### src/infrared_pulse_codec_params.svh
// Constants of the infrared pulse codec: offsets, fields, resets, counts
//
// Overview of operation
// - In infrared mode a 0 bit produces one narrow pulse on the transmit pin and a 1 bit leaves it idle.
// - Each pulse sits in the middle of its bit and lasts 1/32, 1/16 or 3/16 of a bit time as selected.
// - The encoder takes its bits from the serial port transmit shift register and drives the transmit pin.
// - The decoder reads the receive pin, turns a pulse into a 0 and no pulse into a 1, and feeds the receiver.
// - One polarity bit inverts both the sent pulses and the expected received pulses.
// - The receive decoder runs only from the 16 times baud tick.
// - Only serial rates from 2.4 kbit/s to 115.2 kbit/s need be supported.
// - With infrared mode off the lines carry plain NRZ data; with it on, 0 bits are pulses and 1 bits stay idle.
`ifndef INFRARED_PULSE_CODEC_PARAMS_SVH
`define INFRARED_PULSE_CODEC_PARAMS_SVH

// ----------------------------------------------------------------
// Register map
// ----------------------------------------------------------------
`define IRC_ADDR_W 8
`define IRC_DATA_W 8
`define IRC_CTRL_ADDR 8'h00
`define IRC_STAT_ADDR 8'h04

// ----------------------------------------------------------------
// Control fields and reset value
// ----------------------------------------------------------------
`define IRC_CTRL_EN_BIT 0
`define IRC_CTRL_INV_BIT 1
`define IRC_CTRL_WID_LSB 2
`define IRC_CTRL_WID_MSB 3
`define IRC_CTRL_RESET 8'h00

// Pulse width codes
`define IRC_WID_3_16 2'h0
`define IRC_WID_1_16 2'h1
`define IRC_WID_1_32 2'h2

// ----------------------------------------------------------------
// Status fields
// ----------------------------------------------------------------
`define IRC_STAT_BUSY_BIT 0
`define IRC_STAT_RXLVL_BIT 1
`define IRC_STAT_RXSER_BIT 2
`define IRC_STAT_CNT_LSB 4
`define IRC_STAT_CNT_MSB 7

// ----------------------------------------------------------------
// Timing counts in 16x ticks and transmit buffer depth
// ----------------------------------------------------------------
`define IRC_TICK_LAST 4'hF
`define IRC_MID_TICK 4'h8
`define IRC_WIDE_FIRST 4'h7
`define IRC_WIDE_LAST 4'h9
`define IRC_STRETCH_TICKS 5'h10
`define IRC_FIFO_DEPTH 8

`endif

### src/infrared_pulse_codec_pkg.sv
// Types shared by the infrared pulse codec files
package infrared_pulse_codec_pkg;

    // ----------------------------------------------------------------
    // Encoder states
    // ----------------------------------------------------------------
    typedef enum logic [1:0] {
        ENC_IDLE = 2'b01,
        ENC_BIT = 2'b10
    } enc_state_e;

    typedef logic [3:0] tick_t;

endpackage

### src/bit_fifo.sv
// Small first-in first-out buffer held in flip-flops
`timescale 1ns/100ps
`default_nettype none

module bit_fifo #(
    parameter int WIDTH = 1,
    parameter int DEPTH = 8,
    parameter int AW = (DEPTH > 1) ? $clog2(DEPTH) : 1,
    parameter int CW = $clog2(DEPTH + 1)
) (
    // Clock and reset
    input wire logic clk,
    input wire logic rstn,
    // Fill side
    input wire logic in_valid,
    input wire logic [WIDTH-1:0] in_data,
    output logic in_ready,
    // Drain side
    output logic out_valid,
    output logic [WIDTH-1:0] out_data,
    input wire logic out_ready,
    // Fill level
    output logic [CW-1:0] level
);

    typedef struct packed {
        logic [DEPTH-1:0][WIDTH-1:0] mem;
        logic [AW-1:0] wp;
        logic [AW-1:0] rp;
        logic [CW-1:0] cnt;
        logic room;
        logic empty;
    } fifo_s;

    localparam logic [AW-1:0] PTR_LAST = AW'(DEPTH - 1);
    localparam logic [CW-1:0] CNT_FULL = CW'(DEPTH);

    fifo_s state_ff;
    fifo_s nxt_state;
    logic push;
    logic pop;

    assign in_ready = state_ff.room;
    assign out_valid = !state_ff.empty;
    assign out_data = state_ff.mem[state_ff.rp];
    assign level = state_ff.cnt;

    always_comb begin
        nxt_state = state_ff;
        push = in_valid && state_ff.room;
        pop = out_ready && !state_ff.empty;
        if (push) begin
            nxt_state.mem[state_ff.wp] = in_data;
            nxt_state.wp = (state_ff.wp == PTR_LAST) ? '0 :
                AW'(state_ff.wp + 1'b1);
        end
        if (pop) begin
            nxt_state.rp = (state_ff.rp == PTR_LAST) ? '0 :
                AW'(state_ff.rp + 1'b1);
        end
        if (push && !pop) begin
            nxt_state.cnt = CW'(state_ff.cnt + 1'b1);
        end else if (pop && !push) begin
            nxt_state.cnt = CW'(state_ff.cnt - 1'b1);
        end
        // Flags are registered so the ready seen outside is a flop
        nxt_state.room = (nxt_state.cnt != CNT_FULL);
        nxt_state.empty = (nxt_state.cnt == '0);
    end

    always_ff @(posedge clk or negedge rstn) begin
        if (!rstn) begin
            state_ff <= '{mem: '0, wp: '0, rp: '0, cnt: '0,
                room: 1'b1, empty: 1'b1};
        end else begin
            state_ff <= nxt_state;
        end
    end

endmodule

`default_nettype wire

### src/infrared_pulse_codec.sv
// Infrared pulse encoder and decoder between serial port and pins
`timescale 1ns/100ps
`default_nettype none
`include "infrared_pulse_codec_params.svh"

module infrared_pulse_codec #(
    parameter int FIFO_WIDTH = 1,
    parameter int FIFO_DEPTH = `IRC_FIFO_DEPTH
) (
    // Clock and reset
    input wire logic clk,
    input wire logic rstn,
    // Register port
    input wire logic [`IRC_ADDR_W-1:0] reg_addr,
    input wire logic [`IRC_DATA_W-1:0] reg_wr_data,
    input wire logic reg_wr,
    input wire logic reg_rd,
    output logic [`IRC_DATA_W-1:0] reg_rd_data,
    // Baud ticks from the serial port
    input wire logic baud_x16_clock,
    input wire logic baud_x32_clock,
    // Bits from the transmit shift register
    input wire logic tx_bit_valid,
    input wire logic tx_bit_data,
    output logic tx_bit_ready,
    // Bits to the receive shift register
    output logic rx_serial,
    // Infrared pins
    output logic ir_tx_pin,
    input wire logic ir_rx_pin
);

    localparam int CW = $clog2(FIFO_DEPTH + 1);

    // ----------------------------------------------------------------
    // State
    // ----------------------------------------------------------------
    typedef struct packed {
        logic ir_en;
        logic invert;
        logic [1:0] width;
        infrared_pulse_codec_pkg::enc_state_e st;
        infrared_pulse_codec_pkg::tick_t tick;
        logic cur_bit;
        logic pulse32;
        logic tx_pin;
        logic [2:0] rx_sync;
        logic rx_level;
        logic rx_pend;
        logic [4:0] stretch;
        logic rx_ser;
        logic [`IRC_DATA_W-1:0] rd_data;
    } codec_s;

    codec_s state_ff;
    codec_s nxt_state;

    logic fifo_valid;
    logic fifo_data;
    logic fifo_pop;
    logic [CW-1:0] fifo_level;
    logic pulse_on;
    logic now_active;
    logic was_active;

    // ----------------------------------------------------------------
    // Functions
    // ----------------------------------------------------------------
    function automatic logic addr_hit(
        input logic [`IRC_ADDR_W-1:0] a,
        input logic [`IRC_ADDR_W-1:0] target
    );
        addr_hit = (a == target);
    endfunction

    // Pulse window inside a 0 bit for the chosen width
    function automatic logic in_window(
        input logic [1:0] wid,
        input infrared_pulse_codec_pkg::tick_t t,
        input logic p32
    );
        case (wid)
            `IRC_WID_1_16: begin
                in_window = (t == `IRC_MID_TICK);
            end
            `IRC_WID_1_32: begin
                in_window = p32;
            end
            default: begin
                // Unused code falls back to the widest pulse
                in_window = (t >= `IRC_WIDE_FIRST) &&
                    (t <= `IRC_WIDE_LAST);
            end
        endcase
    endfunction

    // ----------------------------------------------------------------
    // Transmit buffer
    // ----------------------------------------------------------------
    bit_fifo #(
        .WIDTH(FIFO_WIDTH),
        .DEPTH(FIFO_DEPTH),
        .CW(CW)
    ) u_tx_fifo (
        .clk(clk),
        .rstn(rstn),
        .in_valid(tx_bit_valid),
        .in_data(tx_bit_data),
        .in_ready(tx_bit_ready),
        .out_valid(fifo_valid),
        .out_data(fifo_data),
        .out_ready(fifo_pop),
        .level(fifo_level)
    );

    // ----------------------------------------------------------------
    // Next state
    // ----------------------------------------------------------------
    always_comb begin
        nxt_state = state_ff;
        fifo_pop = 1'b0;
        pulse_on = 1'b0;
        now_active = 1'b0;
        was_active = 1'b0;

        // Register writes
        if (reg_wr && addr_hit(reg_addr, `IRC_CTRL_ADDR)) begin
            nxt_state.ir_en = reg_wr_data[`IRC_CTRL_EN_BIT];
            nxt_state.invert = reg_wr_data[`IRC_CTRL_INV_BIT];
            nxt_state.width =
                reg_wr_data[`IRC_CTRL_WID_MSB:`IRC_CTRL_WID_LSB];
        end

        // Register reads: data stands one cycle, zero otherwise
        nxt_state.rd_data = '0;
        if (reg_rd) begin
            if (addr_hit(reg_addr, `IRC_CTRL_ADDR)) begin
                nxt_state.rd_data[`IRC_CTRL_EN_BIT] = state_ff.ir_en;
                nxt_state.rd_data[`IRC_CTRL_INV_BIT] = state_ff.invert;
                nxt_state.rd_data[`IRC_CTRL_WID_MSB:`IRC_CTRL_WID_LSB] =
                    state_ff.width;
            end else if (addr_hit(reg_addr, `IRC_STAT_ADDR)) begin
                nxt_state.rd_data[`IRC_STAT_BUSY_BIT] =
                    (state_ff.st == infrared_pulse_codec_pkg::ENC_BIT);
                nxt_state.rd_data[`IRC_STAT_RXLVL_BIT] = state_ff.rx_level;
                nxt_state.rd_data[`IRC_STAT_RXSER_BIT] = state_ff.rx_ser;
                nxt_state.rd_data[`IRC_STAT_CNT_MSB:`IRC_STAT_CNT_LSB] =
                    4'(fifo_level);
            end
        end

        // Encoder: one bit lasts sixteen 16x ticks
        case (state_ff.st)
            infrared_pulse_codec_pkg::ENC_IDLE: begin
                if (fifo_valid) begin
                    fifo_pop = 1'b1;
                    nxt_state.cur_bit = fifo_data;
                    nxt_state.tick = '0;
                    nxt_state.st = infrared_pulse_codec_pkg::ENC_BIT;
                end
            end
            infrared_pulse_codec_pkg::ENC_BIT: begin
                if (baud_x16_clock) begin
                    if (state_ff.tick == `IRC_TICK_LAST) begin
                        // Back to back bits keep the baud grid
                        if (fifo_valid) begin
                            fifo_pop = 1'b1;
                            nxt_state.cur_bit = fifo_data;
                            nxt_state.tick = '0;
                        end else begin
                            nxt_state.st =
                                infrared_pulse_codec_pkg::ENC_IDLE;
                        end
                    end else begin
                        nxt_state.tick =
                            4'(state_ff.tick + 1'b1);
                    end
                end
            end
            default: begin
                nxt_state.st = infrared_pulse_codec_pkg::ENC_IDLE;
            end
        endcase

        // Narrow pulse of one 32x tick from the start of mid-bit
        if (baud_x16_clock && (nxt_state.tick == `IRC_MID_TICK) &&
            (state_ff.tick != `IRC_MID_TICK)) begin
            nxt_state.pulse32 = 1'b1;
        end else if (baud_x32_clock && state_ff.pulse32) begin
            nxt_state.pulse32 = 1'b0;
        end else if (nxt_state.tick != `IRC_MID_TICK) begin
            nxt_state.pulse32 = 1'b0;
        end

        pulse_on = (state_ff.st == infrared_pulse_codec_pkg::ENC_BIT) &&
            !state_ff.cur_bit &&
            in_window(state_ff.width, state_ff.tick,
                state_ff.pulse32);

        if (state_ff.ir_en) begin
            nxt_state.tx_pin = pulse_on ^ state_ff.invert;
        end else if (state_ff.st == infrared_pulse_codec_pkg::ENC_BIT) begin
            nxt_state.tx_pin = state_ff.cur_bit;
        end else begin
            nxt_state.tx_pin = 1'b1;
        end

        // Receive pin: three flops, level moves when last two agree
        nxt_state.rx_sync = {state_ff.rx_sync[1:0], ir_rx_pin};
        if (state_ff.rx_sync[1] == state_ff.rx_sync[2]) begin
            nxt_state.rx_level = state_ff.rx_sync[2];
        end
        was_active = state_ff.rx_level ^ state_ff.invert;
        now_active = nxt_state.rx_level ^ state_ff.invert;

        // Decoder timed only by the 16x tick
        if (baud_x16_clock) begin
            if (state_ff.rx_pend) begin
                nxt_state.stretch = `IRC_STRETCH_TICKS;
                nxt_state.rx_pend = 1'b0;
            end else if (state_ff.stretch != '0) begin
                nxt_state.stretch = 5'(state_ff.stretch - 1'b1);
            end
        end
        // A new pulse edge wins over consuming the old one
        if (now_active && !was_active) begin
            nxt_state.rx_pend = 1'b1;
        end

        if (state_ff.ir_en) begin
            nxt_state.rx_ser = (nxt_state.stretch == '0);
        end else begin
            nxt_state.rx_ser = nxt_state.rx_level;
        end
    end

    // ----------------------------------------------------------------
    // Registers
    // ----------------------------------------------------------------
    always_ff @(posedge clk or negedge rstn) begin
        if (!rstn) begin
            state_ff <= '{
                ir_en: 1'b0,
                invert: 1'b0,
                width: `IRC_WID_3_16,
                st: infrared_pulse_codec_pkg::ENC_IDLE,
                tick: '0,
                cur_bit: 1'b1,
                pulse32: 1'b0,
                tx_pin: 1'b1,
                rx_sync: '0,
                rx_level: 1'b0,
                rx_pend: 1'b0,
                stretch: '0,
                rx_ser: 1'b1,
                rd_data: '0
            };
        end else begin
            state_ff <= nxt_state;
        end
    end

    // ----------------------------------------------------------------
    // Outputs
    // ----------------------------------------------------------------
    // Rates from 2.4 to 115.2 kbit/s only depend on the tick spacing
    assign ir_tx_pin = state_ff.tx_pin;
    assign rx_serial = state_ff.rx_ser;
    assign reg_rd_data = state_ff.rd_data;

endmodule

`default_nettype wire

### config.mk
export PLATFORM = sky130hd
export DESIGN_NAME = infrared_pulse_codec
export DESIGN_NICKNAME = d
export VERILOG_FILES = /design/src/infrared_pulse_codec_pkg.sv /design/src/bit_fifo.sv /design/src/infrared_pulse_codec.sv
export VERILOG_INCLUDE_DIRS = /design/src
export SDC_FILE = /design/constraint.sdc
export NUM_CORES = 1
export LEC_CHECK = 0
export BUFFER_PORTS_ARGS = -buffer_cell sky130_fd_sc_hd__buf_2
export CELL_PAD_IN_SITES_DETAIL_PLACEMENT = 1
export CELL_PAD_IN_SITES_GLOBAL_PLACEMENT = 2
export CORE_MARGIN = 3
export CORE_UTILIZATION = 37
export CTS_BUF_LIST = sky130_fd_sc_hd__clkbuf_16
export DETAILED_ROUTE_END_ITERATION = 12
export PLACE_DENSITY_LB_ADDON = 0.1
export REMOVE_ABC_BUFFERS = 1
export SLEW_MARGIN = 20
export SYNTH_ARGS = -nofsm -noshare
export SYNTH_HDL_FRONTEND = slang
export SYNTH_SLANG_ARGS = --single-unit
### constraint.sdc
create_clock -name clk -period 3 [get_ports clk]
set_clock_uncertainty 0.15 [all_clocks]
set_input_delay 0.45 -clock clk [delete_from_list [all_inputs] [get_ports clk]]
set_output_delay 0.45 -clock clk [all_outputs]
set_load 0.03 [all_outputs]
# ---- After elaboration in Yosys (flattened, before gate mapping)
# Index checks and enable logic that the tools add are counted.
dict set report word_totals {
  register_bits 52
  inputBits 25
  elab_cells 127
}
dict set report classes {
  add_sub_neg 6
  magnitude_cmp 5
  n_eq_ne 19
  mux 40
  bitwise_logic 3
  reduce_logical 27
}
# cell n
set ops {}
lappend ops {{$mux 4} 5}
lappend ops {{$mux 1} 15}
lappend ops {{$mux 5} 3}
lappend ops {{$mux 7} 2}
lappend ops {{$logic_and 1x1->1} 13}
lappend ops {{$eq 4x4->1 const B} 3}
lappend ops {{$mux 3} 4}
lappend ops {{$ne 4x4->1 const B} 3}
lappend ops {{$pmux 5 s2} 1}
lappend ops {{$add 4x1->4 const B} 2}
lappend ops {{$bwmux 8} 1}
lappend ops {{$eq 8x3->1 const B} 1}
lappend ops {{$logic_not 8->1} 1}
lappend ops {{$lt 3x4->1 const B} 2}
lappend ops {{$mux 8} 1}
lappend ops {{$ne 2x2->1 const B} 4}
lappend ops {{$add 3x1->3 const B} 2}
lappend ops {{$eq 3x3->1 const B} 2}
lappend ops {{$mux 6} 1}
lappend ops {{$logic_not 1->1} 5}
lappend ops {{$logic_not 5->1} 1}
lappend ops {{$reduce_and 5->1} 1}
lappend ops {{$reduce_bool 5->1} 1}
lappend ops {{$sub 5x1->5 const B} 1}
lappend ops {{other kinds (18)} 25}

# ---- Logic depth before layout (Yosys ltp)
# Gate-level depths: netlist (run 1).
dict set report logic_depth {
  ltp_word 10
  ltp_mapped 9
  mapped_depth_nobuf 7
}

# ---- By module
# A second synthesis (run 1) with hierarchy kept.
dict set report unflattened {
  cells_unflattened 280
  hier_area_um2 2899.0
}
# mod n_inst cells_per_inst area_per_inst_um2 seq_area_each_um2
set modules_own_cells {}
lappend modules_own_cells {infrared_pulse_codec 1 175 1774.2 805.8}
lappend modules_own_cells {bit_fifo 1 105 1124.8 503.0}

# ---- Worst setup path after synthesis (run 1)
# No wires, ideal clock.
dict set report synth_timing {
  kind {reg-to-reg}
  start {reg state_ff[26] in the netlist's numbering}
  end {reg u_tx_fifo.state_ff[6] in the netlist's numbering}
  setup_time_ns 0.125
  t_arrival_ns 1.908
  required_ns 2.725
  setup_slack_ns 0.817
  stages_incl_launch_ff 7
  synth_period_minus_slack_ns 2.183
  cell_sequence {dfstp_2 > inv_1 > ha_1 > clkbuf_1 > nor4_2 > buf_4 > mux2_2}
}
dict set report synth_between {
  elab_chain_len 3
  word_cells_on_any_way 4
  classes_between {eq/ne: 2; mux: 1; reduce/logical: 1}
}
# item line
set synth_rtl {}
lappend synth_rtl {{start: declaration} infrared_pulse_codec.sv:55} ;# codec_s state_ff;
lappend synth_rtl {{start signal: assignment} infrared_pulse_codec.sv:242} ;# state_ff <= '{
lappend synth_rtl {{start signal: assignment} infrared_pulse_codec.sv:259} ;# state_ff <= nxt_state;
lappend synth_rtl {{$eq 2x2->1 or $eq 2x1->1 (tied branches)} infrared_pulse_codec.sv:153} ;# case (state_ff.st)
lappend synth_rtl {{$pmux 1 s2 *} infrared_pulse_codec.sv:153}
lappend synth_rtl {{$logic_and 1x1->1 *} bit_fifo.sv:51} ;# pop = out_ready && !state_ff.empty;
lappend synth_rtl {{end signal: assignment} bit_fifo.sv:73} ;# state_ff <= '{mem: '0, wp: '0, rp: '0, cnt: '0,
lappend synth_rtl {{end signal: assignment} bit_fifo.sv:76} ;# state_ff <= nxt_state;
lappend synth_rtl {{end: declaration} bit_fifo.sv:38} ;# fifo_s state_ff;
# Mark *: on every way between the ends. The rest lies on a longest branch, timed or not.
# A chain may end at the register's enable or synchronous reset.

# ---- Worst setup path in the final report (run 1)
dict set report layout_timing {
  start {reg state_ff[26] in the netlist's numbering}
  end {reg state_ff[20] in the netlist's numbering}
}
dict set report layout_between {
  elab_chain_len 6
  word_cells_on_any_way 9
  classes_between {eq/ne: 4; mux: 2; reduce/logical: 3}
}
# item line
set layout_rtl {}
lappend layout_rtl {{$eq 2x2->1 or $eq 2x1->1 (tied branches)} infrared_pulse_codec.sv:153}
lappend layout_rtl {{$pmux 5 s2 *} infrared_pulse_codec.sv:153}
lappend layout_rtl {{$eq 4x4->1 (no line)} -}
lappend layout_rtl {{$logic_and 1x1->1 (2 in a row)} infrared_pulse_codec.sv:186} ;# if (baud_x16_clock && (nxt_state.tick == `IRC_MID_TICK) &&
lappend layout_rtl {{$reduce_bool 3->1 (no line) or $mux 1 (tied branches)} -}
# Marks and branches as above.

==> results.toml, run 1 <==
[critical_path]
critical_path_class = "reg2reg"
timing.rr.start = "state_ff[26]$_DFFE_PN1P_"
critPathMaxStageDelay_ps = 540
endpoint = "state_ff[20]$_DFFE_PN0P_"
crit_arrival_ps = 2340
worst_setup_path_end_kind = "flop"
cp-start-kind = "flop"
reg2reg_to = "state_ff[20]$_DFFE_PN0P_"
path_max_fanout = 9
ff2ff_setup_slack_ps = 740
required_ps = 3080
crit_start = "state_ff[26]$_DFFE_PN1P_"
reg2reg_depth = 6
cp_cell_sequence = "inv_1, ha_1, a211oi_1, nand2_1, a22oi_1, and4_1"
slowest_stage = "dfstp_2"

[sta]
worst_slew_pin_slew_ps = 670
whs_ps = 112
slew_headroom_pct = 55.4
period_needed_ps = 2260
fmax_mhz = 442
setup_tns_ps = 0
finalCritPeriodShare_pct = 75.4
rsz0062_at_grt = "false"
hold_viol = 0
setup_viol = 0
slew_viol_final = 0
fin_ws_ps = 738

[global_route]
gr-total-overflow = 0
grt_pass1_wl_mm = 10.5
grtUsageTotal_pct = 15.4
grt_pass1_vias = 2122
grt_max_degree = 53
antenna_found_initial = 0

[clock_network]
insertion_delay_ps = 290
clockBufferDepth = 2
clock-sinks = 52
cts_tree = "built"
cts_resized = 0
cts_setup_buffers = 0
cts_hold_buf = 0
cts_buffers = 5
clk_pin_slew_worst_paths_ps = 70
ctsHtreeMaxLevel = 2
cts-root-buf = "clkbuf_16"

[cells_and_area]
layout_common_cells = "dfrtp_1 (46), buf_2 (31), inv_1 (21), nand2_1 (18), nor2_1 (18)"
final_layout_size_suffix_gt1_share_pct = 22.0
area_growth_pct = 11.1
insertedDiodeCount = 0
fillers = 826
finalNonFillerCells = 394
layout_commonest_cell = "dfrtp_1"
nets = 335

[drt]
vias = 2040
vias_per_cell = 5.18
drt-initial-drc-count = 42
dr.pass1.iters = 4
drt-total-wl_mm = 6.10
wl_per_cell_um = 15.5
drc = 0
postRouteAntennaNets = 0

[floorplan]
fp.dieH_um = 93.3
die_w_um = 93.3
ios = 36
rows = 31
die_area_mm2 = 0.00871
initial_core_util_pct = 38.5
coreArea_mm2 = 0.00733

[placed_design]
hpwl_mm = 4.47
dpl_worst_slack_ps = 745
gp_congestion = 0.750
dp_cells = 386
portBuffers = 31

[logic_synthesis]
synth_area_per_cell_um2 = 10.3
synth_cell_types = 54
synth_seq_cells = 52
syn-instance-count = 274
mappedNetlistArea_mm2 = 0.00282
synth_flop_cell = "dfrtp_1"
synth-edff-count = 0
yosys_warnings = 0
async_flop_share_pct = 100
seq_area_frac_synth_pct = 46.4

[worst_hold_path]
min_path_type = "in2reg"

[power_and_ir_drop]
swShare_pct = 36.4
clkPwrFrac_pct = 20.9
p_sw_mw = 0.963
ir_drop_mv = 0.324
seqPwrFrac_pct = 43.6
p_leak_nw = 1.42
internal_power_mw = 1.68
comb_power_share_pct = 35.4
p_per_area_mw_per_mm2 = 844

[run_status]
status = "complete, no violations"

[job]
drv_cap = 0
power groups by stage:
stage / Combinational [mW] / Sequential, mW / Clock, mW
CTS: 0.954 / 1.16 / 0.574
global route: 1.07 / 1.20 / 0.605
finish: 0.936 / 1.15 / 0.554
detailed placement: 0.951 / 1.17 / 0
global placement: 0.923 / 1.17 / 0
floorplan: 0.729 / 1.11 / 0
synthesized netlist by cell type, drive strengths merged, types with 6 or more instances:
| cell type | number | share of area (%) |
|---|---|---|
| clkbuf | 8 | 1.1 |
| ha | 16 | 7.1 |
| mux2 | 15 | 6.0 |
| nand2 | 18 | 2.4 |
| nor4 | 8 | 2.0 |
| dfstp | 6 | 5.6 |
| nor3 | 11 | 2.0 |
| o21ai | 11 | 2.0 |
| nand3 | 9 | 1.6 |
| inv | 19 | 2.5 |
| dfrtp | 46 | 41 |
| nor2 | 18 | 2.4 |
| a21oi | 9 | 1.6 |
| and2 | 7 | 1.6 |
| buf | 12 | 3.2 |
per-layer routing:
metal | track usage (%) | vias to the layer above | share of wire, %
li1 | - | 1011 | -
met1 | 21.3 | 994 | 49
met2 | 23.6 | 28 | 45
met3 | 4.02 | 7 | 3.7
met4 | 4.40 | 0 | 1.5
met5 | 0 | - | 0
per-stage QoR:
step	area (um2)	utilization [%]	total power, mW
5_1_grt	3130	42.8	2.87
3_5_place_dp	2990	40.8	2.12
6_report	3130	42.8	2.64
3_3_place_gp	2990	40.8	2.09
2_1_floorplan	2700	-	1.84
4_1_cts	3130	42.8	2.69
critical path: cells and delay by family (launching register included):
family	cells	cell delay [ps]
compound gates	2	680
fa+ha+maj	1	420
buf+inv	1	50
flops	1	540
simple gates	2	350
worst min-delay path by stage:
stage,startpoint,end,slack (ps),cells after the start
2_1_floorplan,rstn,nxt_state[17]$_DFF_PN0_,4,0
3_3_place_gp,nxt_state[17]$_DFF_PN0_,nxt_state[18]$_DFF_PN0_,190,0
3_5_place_dp,nxt_state[17]$_DFF_PN0_,nxt_state[18]$_DFF_PN0_,190,0
4_1_cts,ir_rx_pin,nxt_state[17]$_DFF_PN0_,110,1
5_1_grt,ir_rx_pin,nxt_state[17]$_DFF_PN0_,100,1
6_report,ir_rx_pin,nxt_state[17]$_DFF_PN0_,110,1
flip-flops by register name, summed over array words and instances, names as in the netlist:
| register | cells |
|---|---|
| nxt_state | 2 |
| u_tx_fifo.in_ready | 1 |
| reg_rd_data | 8 |
| state_ff | 20 |
| ir_tx_pin | 1 |
| rx_serial | 1 |
| u_tx_fifo.level | 4 |
| u_tx_fifo.state_ff | 15 |
logic make-up after synthesis:
kind of cell / count (synthesis) / synth area share, %
compound gates: 49 / 11.7
xor+xnor: 6 / 1.86
fa+ha+maj: 16 / 7.10
buf+inv: 39 / 6.87
flops: 52 / 46.4
mux: 20 / 8.65
simple gates: 92 / 17.5
final cells by class:
| cell class | instances | area [um2] | share of cell area, % |
|---|---|---|---|
| Multi-Input combinational cell | 183 | 1320 | 42.1 |
| Sequential cell | 52 | 1310 | 41.8 |
| Timing Repair Buffer | 33 | 170 | 5.43 |
| Clock buffer | 5 | 125 | 3.99 |
| Tap cell | 99 | 124 | 3.95 |
| Inverter | 19 | 71.3 | 2.28 |
| Clock inverter | 3 | 16.3 | 0.519 |
No activity file was read; power rests on OpenSTA's default activity.
==> run 2, diff against run 1 <==
--- a/config.mk
+++ b/config.mk
@@ -6,11 +6,12 @@
 export SDC_FILE = /design/constraint.sdc
 export NUM_CORES = 1
 export LEC_CHECK = 0
+export ABC_AREA = 1
 export BUFFER_PORTS_ARGS = -buffer_cell sky130_fd_sc_hd__buf_2
 export CELL_PAD_IN_SITES_DETAIL_PLACEMENT = 1
 export CELL_PAD_IN_SITES_GLOBAL_PLACEMENT = 2
 export CORE_MARGIN = 3
-export CORE_UTILIZATION = 37
+export CORE_UTILIZATION = 31
 export CTS_BUF_LIST = sky130_fd_sc_hd__clkbuf_16
 export DETAILED_ROUTE_END_ITERATION = 12
 export PLACE_DENSITY_LB_ADDON = 0.1
==> constraint.sdc (replaced) <==
create_clock -name clk -period 1.95 [get_ports clk]
set_clock_uncertainty 0.15 [all_clocks]
set_input_delay 0.2925 -clock clk [delete_from_list [all_inputs] [get_ports clk]]
set_output_delay 0.2925 -clock clk [all_outputs]
set_load 0.03 [all_outputs]
==> run 2 against run 1 <==
Die area grew 21%. Fmax grew 19%. Flip-flop and latch count is the same. Via count grew 14%. Final cell count grew 26%. Sequential power grew 43%. Clock power grew 58%. Cell area grew 8.6%. Synthesized cell count grew 26%. Register-to-register slack lost 700 ps. First-iteration DRC count grew 19%. Core utilization shrank 4.7 points. Critical path type unchanged.
==> results.toml, run 2 <==
[run_status]
status = "complete, no violations"

[critical_path]
required_ps = 2030
reg2reg_depth = 13
reg2reg_to = "u_tx_fifo.state_ff[0]$_DFF_PN1_"
timing.rr.start = "state_ff[26]$_DFFE_PN1P_"
path_max_fanout = 6
critical_path_class = "reg2reg"
cp-start-kind = "flop"
ff2ff_setup_slack_ps = 40
crit_arrival_ps = 1980
worst_setup_path_end_kind = "flop"

[clock_network]
cts_buffers = 5
cts_tree = "built"
ctsHtreeMaxLevel = 2
clk_pin_slew_worst_paths_ps = 70
clockBufferDepth = 2
cts-root-buf = "clkbuf_16"
insertion_delay_ps = 290
clock-sinks = 52

[cells_and_area]
fillers = 1102
nets = 427
area_growth_pct = 17.0
largest_register = "state_ff"
final_layout_size_suffix_gt1_share_pct = 22.2
insertedDiodeCount = 0
largest_register_ffs = 20
layout_common_cells = "nand2_1 (59), inv_1 (46), dfrtp_1 (46), nor2_1 (37), buf_2 (31)"
fin_util_pct = 38.1
layout_commonest_cell = "nand2_1"

[global_route]
gr-total-overflow = 0
grt_pass1_wl_mm = 11.0
met3_usage_pct = 2.91
antenna_found_initial = 0
grtUsageTotal_pct = 13.1
met1_usage_pct = 17.3
top_usage_layer = "met2"
grtUsageMet2_pct = 21.7
grt_pass1_vias = 2371
grt_max_degree = 53

[power_and_ir_drop]
p_per_area_mw_per_mm2 = 1360
power_mw = 4.63
ir_drop_mv = 0.537
p_leak_nw = 1.74

[logic_synthesis]
synth_area_per_cell_um2 = 8.45
syn-instance-count = 344
yosys_warnings = 0
seq_area_frac_synth_pct = 45.0
yosysMostFrequentCell = "nand2_1"
synth_cell_types = 38
synth_top_area_share_pct = 39.6
yosys-top-cells-area = "dfrtp_1 (40%), nand2_1 (7.7%), ha_1 (6.9%)"
synth_largest_area_cell = "dfrtp_1"
synth_common_cells = "nand2_1 (60), inv_1 (47), dfrtp_1 (46)"
synth_seq_cells = 52
mappedNetlistArea_mm2 = 0.00291
synth-edff-count = 0
synth_flop_cell = "dfrtp_1"
async_flop_share_pct = 100

[sta]
setup_viol = 0
period_needed_ps = 1910
worst_slew_pin_slew_ps = 318
whs_ps = 99.7
rsz0062_at_grt = "true"
slew_headroom_pct = 78.6
finalCritPeriodShare_pct = 97.9
fmax_mhz = 524
fin_ws_ps = 41.3
hold_viol = 0
slew_viol_final = 0

[worst_hold_path]
holdPathStages = 3
min_path_type = "in2reg"
hold_start = "reg_wr_data[2]"
min_to = "state_ff[28]$_DFFE_PN0P_"

[floorplan]
die_w_um = 103
initial_core_util_pct = 32.5
fp.dieH_um = 103
ios = 36
rows = 34
die_area_mm2 = 0.0106
coreArea_mm2 = 0.00893

[placed_design]
hpwl_mm = 4.81
gp_congestion = 0.727
portBuffers = 31
dpl_worst_slack_ps = -50.8

[drt]
vias_per_cell = 4.69
drc = 0
vias = 2321
dr.pass1.iters = 4
drt-initial-drc-count = 50
wl_per_cell_um = 13.0
postRouteAntennaNets = 0
drt-total-wl_mm = 6.43

[job]
drv_cap = 0
## run 2: changes by cell type in the layout (fill, tap and decap cells not counted), moves of 9 or more
cell     delta
nand3_1    +13
mux2_2     -15
a21oi_1     +9
inv_1      +25
nor3_1      -9
nor2_1     +19
nand2_1    +41
## run 2: cells by family (layout without fill, tap and decap cells)
| kind of cell | Yosys count | after routing | share of synthesized area [%] |
|---|---|---|---|
| adder cells (fa/ha/maj) | 16 | 16 | 6.88 |
| XOR/XNOR | 5 | 5 | 1.51 |
| AND/OR/NAND/NOR | 151 | 151 | 25.6 |
| flip-flops | 52 | 52 | 45.0 |
| buffers and inverters | 63 | 106 | 9.60 |
| AO/OA/AOI/OAI | 57 | 57 | 11.4 |
## run 2: cell type report
cell class                 count  area (um2)  share of cell area (%)
sequential                    52        1310                    38.5
multi-input combinational    229        1340                    39.3
timing repair buffer          44         270                    7.94
tap                          108         135                    3.97
clock buffer                   5         125                    3.68
clock inverter                 3        18.8                   0.551
inverter                      54         208                    6.10
## run 2: stage by stage
step / instance area [um2] / TNS (ps) / cells
floorplan: 2840 / 0 / 335
global placement: 3210 / -17.1 / 483
detailed placement: 3210 / -51.9 / 483
CTS: 3380 / 0 / 493
global route: 3400 / -190 / 495
finish: 3400 / 0 / 495
## run 2: routing by layer
layer | up-vias | routed length, um
met5 | - | 0
met4 | 0 | 51
met3 | 6 | 238
met2 | 34 | 2980
met1 | 1099 | 3160
li1 | 1182 | -
## run 2: critical path, cell delays in order, from the launching register on
cell and delay (ps):
dfstp_2 540, inv_2 50, ha_4 230, nor2_4 130, nand2_4 70, inv_6 60
nand3_4 100, buf_4 170, nand2_1 70, nand2_2 70, nand2_4 60, inv_2 30
nand2_1 80, nor2_2 40
## run 2: what timing repair did
action,4_1_cts,5_1_grt
setup endpoints to repair,2,6
hold endpoints to repair,47,0
setup buffers,0,2
pin swaps,0,5
hold buffers,2,0
gates resized for setup,1,3
## run 2: worst max-delay path by stage
| stage | cells after the start | end | startpoint |
|---|---|---|---|
| final | 13 | u_tx_fifo.state_ff[0]$_DFF_PN1_ | state_ff[26]$_DFFE_PN1P_ |
| after global routing | 11 | u_tx_fifo.state_ff[0]$_DFF_PN1_ | state_ff[26]$_DFFE_PN1P_ |
| after CTS | 11 | u_tx_fifo.state_ff[0]$_DFF_PN1_ | state_ff[26]$_DFFE_PN1P_ |
| after detailed placement | 11 | u_tx_fifo.state_ff[0]$_DFF_PN1_ | state_ff[26]$_DFFE_PN1P_ |
| after global placement | 11 | u_tx_fifo.state_ff[0]$_DFF_PN1_ | state_ff[26]$_DFFE_PN1P_ |
| after floorplan | 12 | u_tx_fifo.in_ready$_DFF_PN1_ | state_ff[26]$_DFFE_PN1P_ |
## run 2: report_power, final
group | switching [mW] | internal [mW] | total [mW] | leakage (nW)
Sequential | 0.246 | 1.40 | 1.64 | 0.623
Combinational | 1.27 | 0.850 | 2.12 | 1.05
Clock | 0.401 | 0.472 | 0.873 | 0.0635
Total | 1.91 | 2.72 | 4.63 | 1.74
